==> src/charger_pkg.sv <==
package charger_pkg;
    // Charge current command codes
    localparam logic [1:0] CUR_ZERO = 2'h0;
    localparam logic [1:0] CUR_TENTH = 2'h1;
    localparam logic [1:0] CUR_FULL = 2'h2;
    localparam logic [1:0] CUR_VOLT = 2'h3;
    // Phase durations in minutes (prequal in tenths of a minute), with a 1 nF timing capacitor
    localparam int PREQUAL_MIN_X10 = 75;
    localparam int FAST_MIN = 90;
    localparam int FULL_MIN = 90;
    localparam int TOPOFF_MIN = 45;
    // Clock rate and slow tick
    localparam int CLK_HZ = 20000000;
    localparam int TICK_MS = 100;
    localparam int TICK_CYCLES = CLK_HZ / 1000 * TICK_MS;
    localparam int TICKS_PER_MIN = 60000 / TICK_MS;
    localparam int PREQUAL_TICKS = PREQUAL_MIN_X10 * TICKS_PER_MIN / 10;
    localparam int FAST_TICKS = FAST_MIN * TICKS_PER_MIN;
    localparam int FULL_TICKS = FULL_MIN * TICKS_PER_MIN;
    localparam int TOPOFF_TICKS = TOPOFF_MIN * TICKS_PER_MIN;
    localparam int TIMER_W = 16;

    typedef enum logic [7:0] {
        ST_RESET = 8'h01,
        ST_PREQUAL = 8'h02,
        ST_FAST = 8'h04,
        ST_FULL = 8'h08,
        ST_TOPOFF = 8'h10,
        ST_DONE = 8'h20,
        ST_PAUSE = 8'h40,
        ST_FAULT = 8'h80
    } chg_state_e;
endpackage : charger_pkg

==> src/tick_divider.sv <==
`timescale 1ns/1ps
`default_nettype none
module tick_divider #(
    parameter int CYCLES = charger_pkg::TICK_CYCLES
) (
    input wire logic i_clk,
    input wire logic i_srst,
    output logic o_tick
);
    logic [31:0] cnt_r;

    always_ff @(posedge i_clk)
    begin
        if (i_srst || cnt_r == 32'(CYCLES - 1))
            cnt_r <= 32'h0;
        else
            cnt_r <= cnt_r + 32'h1;
    end

    always_ff @(posedge i_clk)
    begin
        if (i_srst)
            o_tick <= 1'b0;
        else
            o_tick <= (cnt_r == 32'(CYCLES - 1));
    end
endmodule : tick_divider
`default_nettype wire

==> src/phase_timer.sv <==
`timescale 1ns/1ps
`default_nettype none
module phase_timer #(
    parameter int W = charger_pkg::TIMER_W
) (
    input wire logic i_clk,
    input wire logic i_srst,
    input wire logic i_clear,
    input wire logic i_run,
    input wire logic i_tick,
    input wire logic [W-1:0] i_limit,
    output logic o_expired,
    output logic [W-1:0] o_count
);
    // Holds its count while not running, so a pause resumes in place
    always_ff @(posedge i_clk)
    begin
        if (i_srst || i_clear)
            o_count <= '0;
        else if (i_run && i_tick && o_count != i_limit)
            o_count <= o_count + 1'b1;
    end

    assign o_expired = (o_count == i_limit);
endmodule : phase_timer
`default_nettype wire

==> src/li_ion_charge_state_machine.sv <==
// Behaviour
// Power-on, or done with low/dropout/overvoltage battery, goes to reset.
// Reset clears timers, commands zero current, releases all indicators.
// Leave reset only when supply, reference and bias are all good; the code leaves for fault on a hot battery regardless.
// Prequal commands tenth current, constant-current indicator low only.
// Prequal is limited by timer A, typically 7.5 minutes.
// Prequal to fast charge when above undervoltage and temperature ok.
// Prequal timeout below undervoltage goes to fault, fault indicator low.
// Fast charge commands full current, indicator low, timer B 90 min.
// Fast to full charge at regulation voltage; timer B expiry is fault.
// Full charge is constant voltage, its indicator low, timer A 90 min.
// Full to top-off on timer A expiry or low-current comparator.
// Top-off is constant voltage, indicators high, timer A 45 min.
// Top-off expiry goes to done, zero current, stays until recharge.
// Out of temperature pauses: zero current, timer frozen, indicators kept.
// Reset goes straight to fault when battery is at or above max temp.
// Fault commands zero current, fault indicator low, others high.
// Leaving power-down puts the controller into reset like power-on.
// Fault is latched until power cycle or power-down input.
// Power-down low stops charging, switch off, indicators high impedance.
// Phase timers count a common slow tick with parameter limits.
// Each open-drain indicator enable pulls low when asserted.
`timescale 1ns/1ps
`default_nettype none
module li_ion_charge_state_machine #(
    parameter int TICK_CYCLES = charger_pkg::TICK_CYCLES,
    parameter int PREQUAL_TICKS = charger_pkg::PREQUAL_TICKS,
    parameter int FAST_TICKS = charger_pkg::FAST_TICKS,
    parameter int FULL_TICKS = charger_pkg::FULL_TICKS,
    parameter int TOPOFF_TICKS = charger_pkg::TOPOFF_TICKS
) (
    input wire logic i_clk,
    input wire logic i_srst,
    input wire logic i_power_down_input_n,
    input wire logic i_supply_good,
    input wire logic i_ref_good,
    input wire logic i_bias_good,
    input wire logic i_above_undervoltage,
    input wire logic i_at_regulation,
    input wire logic i_below_recharge,
    input wire logic i_overvoltage,
    input wire logic i_dropout,
    input wire logic i_temp_ok,
    input wire logic i_temp_over_max,
    input wire logic i_low_current,
    output logic [1:0] o_current_cmd,
    output logic o_switch_enable,
    output logic o_const_current_indicator_n_out,
    output logic o_const_current_indicator_n_oe_n,
    output logic o_const_voltage_indicator_n_out,
    output logic o_const_voltage_indicator_n_oe_n,
    output logic o_fault_indicator_n_out,
    output logic o_fault_indicator_n_oe_n,
    output logic [7:0] o_state
);
    localparam int TW = charger_pkg::TIMER_W;
    // Two flops per pin; no reset, so reset cannot fake a power-down
    localparam int NS = 12;
    logic [NS-1:0] meta_r;
    logic [NS-1:0] sync_r;
    logic power_down_input_n_n, sup_ok, ref_ok, bias_ok, above_uv, at_reg, below_rch;
    logic ovp, drop, temp_ok, temp_hot, low_i;

    always_ff @(posedge i_clk)
    begin
        meta_r <= {i_power_down_input_n, i_supply_good, i_ref_good,
                   i_bias_good, i_above_undervoltage, i_at_regulation,
                   i_below_recharge, i_overvoltage, i_dropout,
                   i_temp_ok, i_temp_over_max, i_low_current};
        sync_r <= meta_r;
    end
    assign {power_down_input_n_n, sup_ok, ref_ok, bias_ok, above_uv, at_reg, below_rch,
            ovp, drop, temp_ok, temp_hot, low_i} = sync_r;
    logic power_down_input_n_n_d_r, power_down_input_n_rise;
    // Reset to the idle pin level so no false edge follows reset
    always_ff @(posedge i_clk)
    begin
        if (i_srst)
            power_down_input_n_n_d_r <= 1'b1;
        else
            power_down_input_n_n_d_r <= power_down_input_n_n;
    end
    assign power_down_input_n_rise = power_down_input_n_n & ~power_down_input_n_n_d_r;
    charger_pkg::chg_state_e state_r, state_nxt, resume_r;
    // Slow tick and phase timers
    logic tick, clr_a, run_a, clr_b, run_b, exp_a, exp_b;
    logic [TW-1:0] lim_a, cnt_a, cnt_b;

    tick_divider #(.CYCLES(TICK_CYCLES)) u_tick (
        .i_clk(i_clk),
        .i_srst(i_srst),
        .o_tick(tick)
    );

    assign lim_a = (state_r == charger_pkg::ST_PREQUAL) ? TW'(PREQUAL_TICKS)
                 : (state_r == charger_pkg::ST_TOPOFF) ? TW'(TOPOFF_TICKS)
                 : TW'(FULL_TICKS);
    // shared tick timers
    phase_timer #(.W(TW)) u_phase_timer_a (
        .i_clk(i_clk),
        .i_srst(i_srst),
        .i_clear(clr_a),
        .i_run(run_a),
        .i_tick(tick),
        .i_limit(lim_a),
        .o_expired(exp_a),
        .o_count(cnt_a)
    );
    phase_timer #(.W(TW)) u_phase_timer_b (
        .i_clk(i_clk),
        .i_srst(i_srst),
        .i_clear(clr_b),
        .i_run(run_b),
        .i_tick(tick),
        .i_limit(TW'(FAST_TICKS)),
        .o_expired(exp_b),
        .o_count(cnt_b)
    );

    // timers cleared in reset; timer A restarts per phase
    assign clr_a = (state_r == charger_pkg::ST_RESET) ||
                   (state_nxt != state_r && state_nxt != charger_pkg::ST_PAUSE
                    && state_r != charger_pkg::ST_PAUSE);
    assign clr_b = (state_r == charger_pkg::ST_RESET);
    // timer A runs in prequal, full and top-off
    assign run_a = (state_r == charger_pkg::ST_PREQUAL) ||
                   (state_r == charger_pkg::ST_FULL) ||
                   (state_r == charger_pkg::ST_TOPOFF);
    // timer B runs only in fast charge
    assign run_b = (state_r == charger_pkg::ST_FAST);

    always_comb
    begin
        state_nxt = state_r;
        unique case (state_r)
            charger_pkg::ST_RESET:
                // hot battery faults from reset
                if (temp_hot)
                    state_nxt = charger_pkg::ST_FAULT;
                // wait for supply, reference and bias
                else if (sup_ok && ref_ok && bias_ok)
                    state_nxt = charger_pkg::ST_PREQUAL;
            charger_pkg::ST_PREQUAL:
                // advance when voltage and temperature qualify
                if (above_uv && temp_ok)
                    state_nxt = charger_pkg::ST_FAST;
                // prequal timeout is a fault
                else if (exp_a && !above_uv)
                    state_nxt = charger_pkg::ST_FAULT;
                else if (!temp_ok)
                    state_nxt = charger_pkg::ST_PAUSE;
            charger_pkg::ST_FAST:
                // regulation wins over a simultaneous timeout
                if (at_reg)
                    state_nxt = charger_pkg::ST_FULL;
                else if (exp_b)
                    state_nxt = charger_pkg::ST_FAULT;
                else if (!temp_ok)
                    state_nxt = charger_pkg::ST_PAUSE;
            charger_pkg::ST_FULL:
                // timer or low current ends full charge
                if (exp_a || low_i)
                    state_nxt = charger_pkg::ST_TOPOFF;
                else if (!temp_ok)
                    state_nxt = charger_pkg::ST_PAUSE;
            charger_pkg::ST_TOPOFF:
                // top-off expiry completes the cycle
                if (exp_a)
                    state_nxt = charger_pkg::ST_DONE;
                else if (!temp_ok)
                    state_nxt = charger_pkg::ST_PAUSE;
            charger_pkg::ST_DONE:
                // recharge, dropout or overvoltage restarts
                if (below_rch || drop || ovp)
                    state_nxt = charger_pkg::ST_RESET;
            charger_pkg::ST_PAUSE:
                // resume the interrupted phase
                if (temp_ok)
                    state_nxt = resume_r;
            charger_pkg::ST_FAULT:
                // latched
                state_nxt = charger_pkg::ST_FAULT;
            default:
                state_nxt = charger_pkg::ST_RESET;
        endcase
    end

    always_ff @(posedge i_clk)
    begin
        // power-on and R17: power-down exit both enter reset
        if (i_srst || !power_down_input_n_n || power_down_input_n_rise)
            state_r <= charger_pkg::ST_RESET;
        else
            state_r <= state_nxt;
    end
    always_ff @(posedge i_clk)
    begin
        if (i_srst)
            resume_r <= charger_pkg::ST_PREQUAL;
        else if (state_nxt == charger_pkg::ST_PAUSE &&
                 state_r != charger_pkg::ST_PAUSE)
            resume_r <= state_r;
    end
    // Indicator levels: 1 means pulled low
    logic cc_on, cv_on, flt_on;
    logic [1:0] cur_nxt;
    always_comb
    begin
        cc_on = 1'b0;
        cv_on = 1'b0;
        flt_on = 1'b0;
        cur_nxt = charger_pkg::CUR_ZERO;
        unique case (state_r)
            charger_pkg::ST_PREQUAL:
            begin
                // tenth current, constant-current indicator
                cur_nxt = charger_pkg::CUR_TENTH;
                cc_on = 1'b1;
            end
            charger_pkg::ST_FAST:
            begin
                // full constant current
                cur_nxt = charger_pkg::CUR_FULL;
                cc_on = 1'b1;
            end
            charger_pkg::ST_FULL:
            begin
                // constant voltage with its indicator
                cur_nxt = charger_pkg::CUR_VOLT;
                cv_on = 1'b1;
            end
            // top-off keeps voltage regulation, indicators off
            charger_pkg::ST_TOPOFF: cur_nxt = charger_pkg::CUR_VOLT;
            charger_pkg::ST_PAUSE:
            begin
                // indicators hold what the paused phase showed
                cc_on = ~o_const_current_indicator_n_out;
                cv_on = ~o_const_voltage_indicator_n_out;
                flt_on = ~o_fault_indicator_n_out;
            end
            // fault indicator only
            charger_pkg::ST_FAULT: flt_on = 1'b1;
            default: cur_nxt = charger_pkg::CUR_ZERO;
        endcase
    end

    always_ff @(posedge i_clk)
    begin
        if (i_srst)
        begin
            o_current_cmd <= charger_pkg::CUR_ZERO;
            o_switch_enable <= 1'b0;
            o_state <= charger_pkg::ST_RESET;
        end
        else
        begin
            // power-down forces the switch off
            o_current_cmd <= power_down_input_n_n ? cur_nxt : charger_pkg::CUR_ZERO;
            o_switch_enable <= power_down_input_n_n && cur_nxt != charger_pkg::CUR_ZERO;
            o_state <= state_r;
        end
    end

    // open-drain pins, enable low while pulling low
    always_ff @(posedge i_clk)
    begin
        if (i_srst)
        begin
            o_const_current_indicator_n_out <= 1'b1;
            o_const_voltage_indicator_n_out <= 1'b1;
            o_fault_indicator_n_out <= 1'b1;
            o_const_current_indicator_n_oe_n <= 1'b1;
            o_const_voltage_indicator_n_oe_n <= 1'b1;
            o_fault_indicator_n_oe_n <= 1'b1;
        end
        else
        begin
            // all released while powered down
            o_const_current_indicator_n_out <= ~(cc_on && power_down_input_n_n);
            o_const_voltage_indicator_n_out <= ~(cv_on && power_down_input_n_n);
            o_fault_indicator_n_out <= ~(flt_on && power_down_input_n_n);
            o_const_current_indicator_n_oe_n <= ~(cc_on && power_down_input_n_n);
            o_const_voltage_indicator_n_oe_n <= ~(cv_on && power_down_input_n_n);
            o_fault_indicator_n_oe_n <= ~(flt_on && power_down_input_n_n);
        end
    end

    // reset state commands zero current one cycle later
    a_reset_zero_cur: assert property (@(posedge i_clk) disable iff (i_srst)
        state_r == charger_pkg::ST_RESET |=> o_current_cmd == 2'h0)
        else $error("current not zero after reset state");
    // prequal timeout goes to fault
    a_prequal_timeout: assert property (@(posedge i_clk) disable iff (i_srst)
        state_r == charger_pkg::ST_PREQUAL && exp_a && !above_uv && power_down_input_n_n
        && !power_down_input_n_rise |=> state_r == charger_pkg::ST_FAULT)
        else $error("prequal timeout missed");
    // fault stays while powered
    a_fault_latched: assert property (@(posedge i_clk) disable iff (i_srst)
        state_r == charger_pkg::ST_FAULT && power_down_input_n_n |=>
        state_r == charger_pkg::ST_FAULT)
        else $error("fault left while powered");
    // fault indicator low one cycle into fault
    a_fault_led: assert property (@(posedge i_clk) disable iff (i_srst)
        state_r == charger_pkg::ST_FAULT && power_down_input_n_n |=>
        !o_fault_indicator_n_oe_n && o_const_current_indicator_n_oe_n)
        else $error("fault indicators wrong");
    // timer frozen during pause
    a_pause_freeze: assert property (@(posedge i_clk) disable iff (i_srst)
        state_r == charger_pkg::ST_PAUSE && $past(state_r) ==
        charger_pkg::ST_PAUSE |-> $stable(cnt_a) && $stable(cnt_b))
        else $error("timer moved in pause");
    // powered down releases indicators within three cycles
    a_pd_release: assert property (@(posedge i_clk) disable iff (i_srst)
        !i_power_down_input_n [*4] |-> o_fault_indicator_n_oe_n &&
        o_const_current_indicator_n_oe_n && !o_switch_enable)
        else $error("indicators driven in power-down");
    // fast charge commands full current
    a_fast_cur: assert property (@(posedge i_clk) disable iff (i_srst)
        state_r == charger_pkg::ST_FAST && power_down_input_n_n |=> o_current_cmd == 2'h2)
        else $error("fast current wrong");
    // done commands zero current
    a_done_cur: assert property (@(posedge i_clk) disable iff (i_srst)
        state_r == charger_pkg::ST_DONE |=> o_current_cmd == 2'h0 &&
        o_const_voltage_indicator_n_oe_n)
        else $error("done outputs wrong");
    // no prequal without good supply
    a_reset_exit: assert property (@(posedge i_clk) disable iff (i_srst)
        $past(state_r) == charger_pkg::ST_RESET &&
        state_r == charger_pkg::ST_PREQUAL |->
        $past(sup_ok && ref_ok && bias_ok))
        else $error("left reset without good supply");
endmodule : li_ion_charge_state_machine
`default_nettype wire

==> config.mk <==
export PLATFORM = sky130hd
export DESIGN_NAME = li_ion_charge_state_machine
export DESIGN_NICKNAME = d
export VERILOG_FILES = /design/src/charger_pkg.sv /design/src/tick_divider.sv /design/src/phase_timer.sv /design/src/li_ion_charge_state_machine.sv
export SDC_FILE = /design/constraint.sdc
export NUM_CORES = 1
export LEC_CHECK = 0
export CORE_AREA = 3 3 101 103
export DETAILED_ROUTE_END_ITERATION = 10
export DIE_AREA = 0 0 104 106
export DONT_BUFFER_PORTS = 1
export GPL_ROUTABILITY_DRIVEN = 0
export PLACE_DENSITY = 0.74
export SETUP_SLACK_MARGIN = 0.15
export SKIP_CTS_REPAIR_TIMING = 1
export SLEW_MARGIN = 30
export SYNTH_ARGS = -nofsm -noshare
export SYNTH_HDL_FRONTEND = slang
export SYNTH_SLANG_ARGS = --single-unit
==> constraint.sdc <==
create_clock -name i_clk -period 2.8 [get_ports i_clk]
set_input_delay 0.14 -clock i_clk [delete_from_list [all_inputs] [get_ports i_clk]]
set_output_delay 0.14 -clock i_clk [all_outputs]
set_load 0.02 [all_outputs]
==> flow_metrics.env <==
export IMPL_layout_nets=644
export IMPL_placed_cell_area_sq_mm=0.00564
export IMPL_cts_htree_levels=4
export IMPL_coreArea_sq_mm=0.00928
export IMPL_crit_arrival_ns=3.17
export IMPL_status="complete, no violations"
export IMPL_deepest_clock_path_buffer_count=2
export IMPL_post_synthesis_cells=589
export IMPL_route_antenna_remaining_nets=0
export IMPL_worstSkewPairLatency_ns=0.52
export IMPL_period_minus_slack_ns=2.74
export IMPL_diodes=0
export IMPL_avgSynthCellArea_sq_um=9.05
export IMPL_synth_edf_count=0
export IMPL_rsz0062_at_grt="yes"
export IMPL_mappedNetlistArea_sq_mm=0.00533
export IMPL_fin_crit_sh_pct=97.8
export IMPL_drive_above_1_share_pct=18.7
export IMPL_cts_tree="done"
export IMPL_final_setup_worst_slack_ns=0.0606
export IMPL_fmaxAchievable_ghz=0.365
export IMPL_slew_headroom_pct=57.7
export IMPL_detail_route_wirelength_mm=12.7
export IMPL_place_detailed_instances=716
export IMPL_pre_cts_slack_ns=-0.0184
export IMPL_dieArea_sq_mm=0.0110
export IMPL_filler_cells_inserted=708
export IMPL_dp_hpwl_mm=8.25
export IMPL_worst_endpoint_required_ns=3.23
export IMPL_synthArstFlopShare_pct=0
export IMPL_clk_transition_reported_paths_ns=0.06
export IMPL_gr_usage_all_layers_pct=22.3
export IMPL_synth_seq_cells=120
export IMPL_number_of_rows_in_the_core_area=35
export IMPL_root_buffer_master="sky130_fd_sc_hd__clkbuf_8"
export IMPL_grt_max_degree=22
export IMPL_grt_remaining_overflow=0
export IMPL_avgRoutedWirePerCell_microns=16.5
export IMPL_fin_skew_ns=0.00694
export IMPL_final_max_slew_violation_count=0
export IMPL_leakage_uw=0.00232
export IMPL_path_class="register to register"
export IMPL_critPathCaptureType="register"
export IMPL_die_w_microns=104
export IMPL_yosysUniqueCellTypes=67
export IMPL_start_util_pct=57.4
export IMPL_setup_viol_count_final=0
export IMPL_num_vias=4492
export IMPL_buffer_ports_inserted=0
export IMPL_post_layout_nonfiller_instances=767
export IMPL_worst_slew_pin_transition_ns=0.633
export IMPL_cts_buffers=17
export IMPL_total_power_uw=4130
export IMPL_power_per_cell_area_mw_per_mm2=629
export IMPL_fin_area_sq_mm=0.00656
export IMPL_worstHoldPathType="input pin to register"
export IMPL_top_level_ports=31
export IMPL_synth_warnings=0
export IMPL_drc=0
export IMPL_global_route_wire_length_before_repair_mm=20.0
export IMPL_postSynthNetCount=608
export IMPL_ir_drop_v=0.000455
export IMPL_grt_antenna_before_repair=0
export IMPL_detail_route_first_pass_iterations=5
export IMPL_final_setup_tns_ns=0
export IMPL_vias_in_the_first_global_route=4176
export IMPL_drt_vias_per_instance=5.86
export IMPL_cts_sinks=120
export IMPL_fp_dieH_microns=106
export IMPL_crit_fanout=8
export IMPL_worst_setup_path_start_kind="register"
export IMPL_synth_seq_area_share_pct=45.1
export IMPL_dr_first_iter_drc_count=245
export IMPL_max_cap_violations=0
export IMPL_synth_flop_cell="sky130_fd_sc_hd__dfxtp_1"
export IMPL_syn2layout_area_growth_pct=23.1
export IMPL_hold_violations=0
logic make-up after synthesis:
group                    Yosys count  synth area share, %
buffers and inverters             46                 3.97
multiplexers                       5                0.986
XOR/XNOR                          56                 9.20
AND/OR/NAND/NOR                  284                 30.2
adder cells (fa/ha/maj)            5                 1.17
AO/OA/AOI/OAI                     73                 9.39
flip-flops                       120                 45.1
state kept, by name, indices dropped and copies added (netlist names):
register	flops
u_tick.cnt_r	32
u_phase_timer_a.o_count	16
u_phase_timer_b.o_count	16
meta_r	12
sync_r	12
o_state	8
resume_r	8
state_r	8
o_current_cmd	2
o_const_current_indicator_n_oe_n	1
o_const_voltage_indicator_n_oe_n	1
o_fault_indicator_n_oe_n	1
o_switch_enable	1
power_down_input_n_n_d_r	1
u_tick.o_tick	1
per-layer routing:
layer	GRT usage (%)	routed length (microns)	vias up
met2	36.4	6170	159
met1	28.0	5490	2153
li1	-	-	2150
met3	6.01	693	30
met5	0	0	-
met4	9.02	305	0
power breakdown:
| group | total (uW) | internal (uW) | leakage (uW) | switching [uW] |
|---|---|---|---|---|
| combinational | 170 | 76.6 | 0.00106 | 93.1 |
| clock | 2210 | 1370 | 0.000287 | 833 |
| sequential | 1750 | 1730 | 0.000980 | 16.7 |
critical path: stages (launching register included):
cell                        delay, ns
sky130_fd_sc_hd__dfxtp_4         0.36
sky130_fd_sc_hd__or4_4           0.57
sky130_fd_sc_hd__or3_4           0.39
sky130_fd_sc_hd__or3b_1          0.36
sky130_fd_sc_hd__a22o_1          0.27
sky130_fd_sc_hd__a2111oi_4       0.25
sky130_fd_sc_hd__a211oi_4        0.15
sky130_fd_sc_hd__buf_12          0.18
sky130_fd_sc_hd__nor4_4          0.12
per-stage QoR:
stage,hold slack (ns),util [%]
detailed placement,0.168,60.7
CTS,-0.380,67.3
floorplan,0.168,-
global route,0.141,70.7
finish,0.166,70.7
global placement,0.168,60.7
placed cells by master (no fill, tap or decap), drive strengths merged, types with 18 or more instances in the layout:
cell type  instances
a21oi             18
and3              18
buf               31
clkbuf            18
dfxtp            120
inv               22
nand2             30
nand3             28
nand4             21
nor2              81
nor3              29
o21ai             23
xnor2             25
xor2              31
synthesized netlist by cell type (3+ instances only):
library cell	count	area, sq um
sky130_fd_sc_hd__nor2_1	81	304
sky130_fd_sc_hd__xor2_1	31	272
sky130_fd_sc_hd__xnor2_1	25	219
sky130_fd_sc_hd__a31oi_1	8	50.1
sky130_fd_sc_hd__or3_1	10	62.6
sky130_fd_sc_hd__o21ai_1	4	20.0
sky130_fd_sc_hd__o31ai_1	3	22.5
sky130_fd_sc_hd__ha_1	5	62.6
sky130_fd_sc_hd__nor4b_1	3	26.3
sky130_fd_sc_hd__nor4bb_1	4	40.0
sky130_fd_sc_hd__a21oi_1	17	85.1
sky130_fd_sc_hd__or4_1	4	30.0
sky130_fd_sc_hd__nor2b_1	13	81.3
sky130_fd_sc_hd__o21ai_0	18	90.1
sky130_fd_sc_hd__nand3b_1	3	22.5
sky130_fd_sc_hd__nor3_1	19	95.1
sky130_fd_sc_hd__and3_1	18	113
sky130_fd_sc_hd__nand4_1	21	131
sky130_fd_sc_hd__nand2_1	30	113
sky130_fd_sc_hd__or2_2	4	25.0
sky130_fd_sc_hd__and4_1	8	70.1
sky130_fd_sc_hd__nor3_2	10	100
sky130_fd_sc_hd__nand3_1	28	140
sky130_fd_sc_hd__mux2i_1	3	30.0
sky130_fd_sc_hd__and2_1	5	31.3
sky130_fd_sc_hd__clkbuf_1	13	48.8
sky130_fd_sc_hd__inv_1	18	67.6
sky130_fd_sc_hd__nor4_1	5	31.3
sky130_fd_sc_hd__buf_2	7	35.0
sky130_fd_sc_hd__buf_4	4	30.0
sky130_fd_sc_hd__dfxtp_1	120	2400
area by class of cell:
| class | instances | area (sq um) | share of cell area [%] |
|---|---|---|---|
| Tap cell | 129 | 161 | 2.46 |
| Inverter | 18 | 67.6 | 1.03 |
| Sequential cell | 120 | 2410 | 36.8 |
| Clock inverter | 15 | 194 | 2.95 |
| Multi-Input combinational cell | 423 | 2870 | 43.7 |
| Clock buffer | 17 | 414 | 6.31 |
| Timing Repair Buffer | 45 | 442 | 6.73 |
final timing paths:
kind | from | cells after the start | slack (ns) | end
setup / recovery | state_r[1] | 8 | 0.06 | u_phase_timer_a.o_count[14]
hold / removal | i_bias_good | 1 | 0.17 | meta_r[8]
setup reg to reg | state_r[1] | 8 | 0.06 | u_phase_timer_a.o_count[14]
hold reg to reg | meta_r[9] | 0 | 0.33 | sync_r[9]
Note: power is estimated with default switching activity, not from simulation.
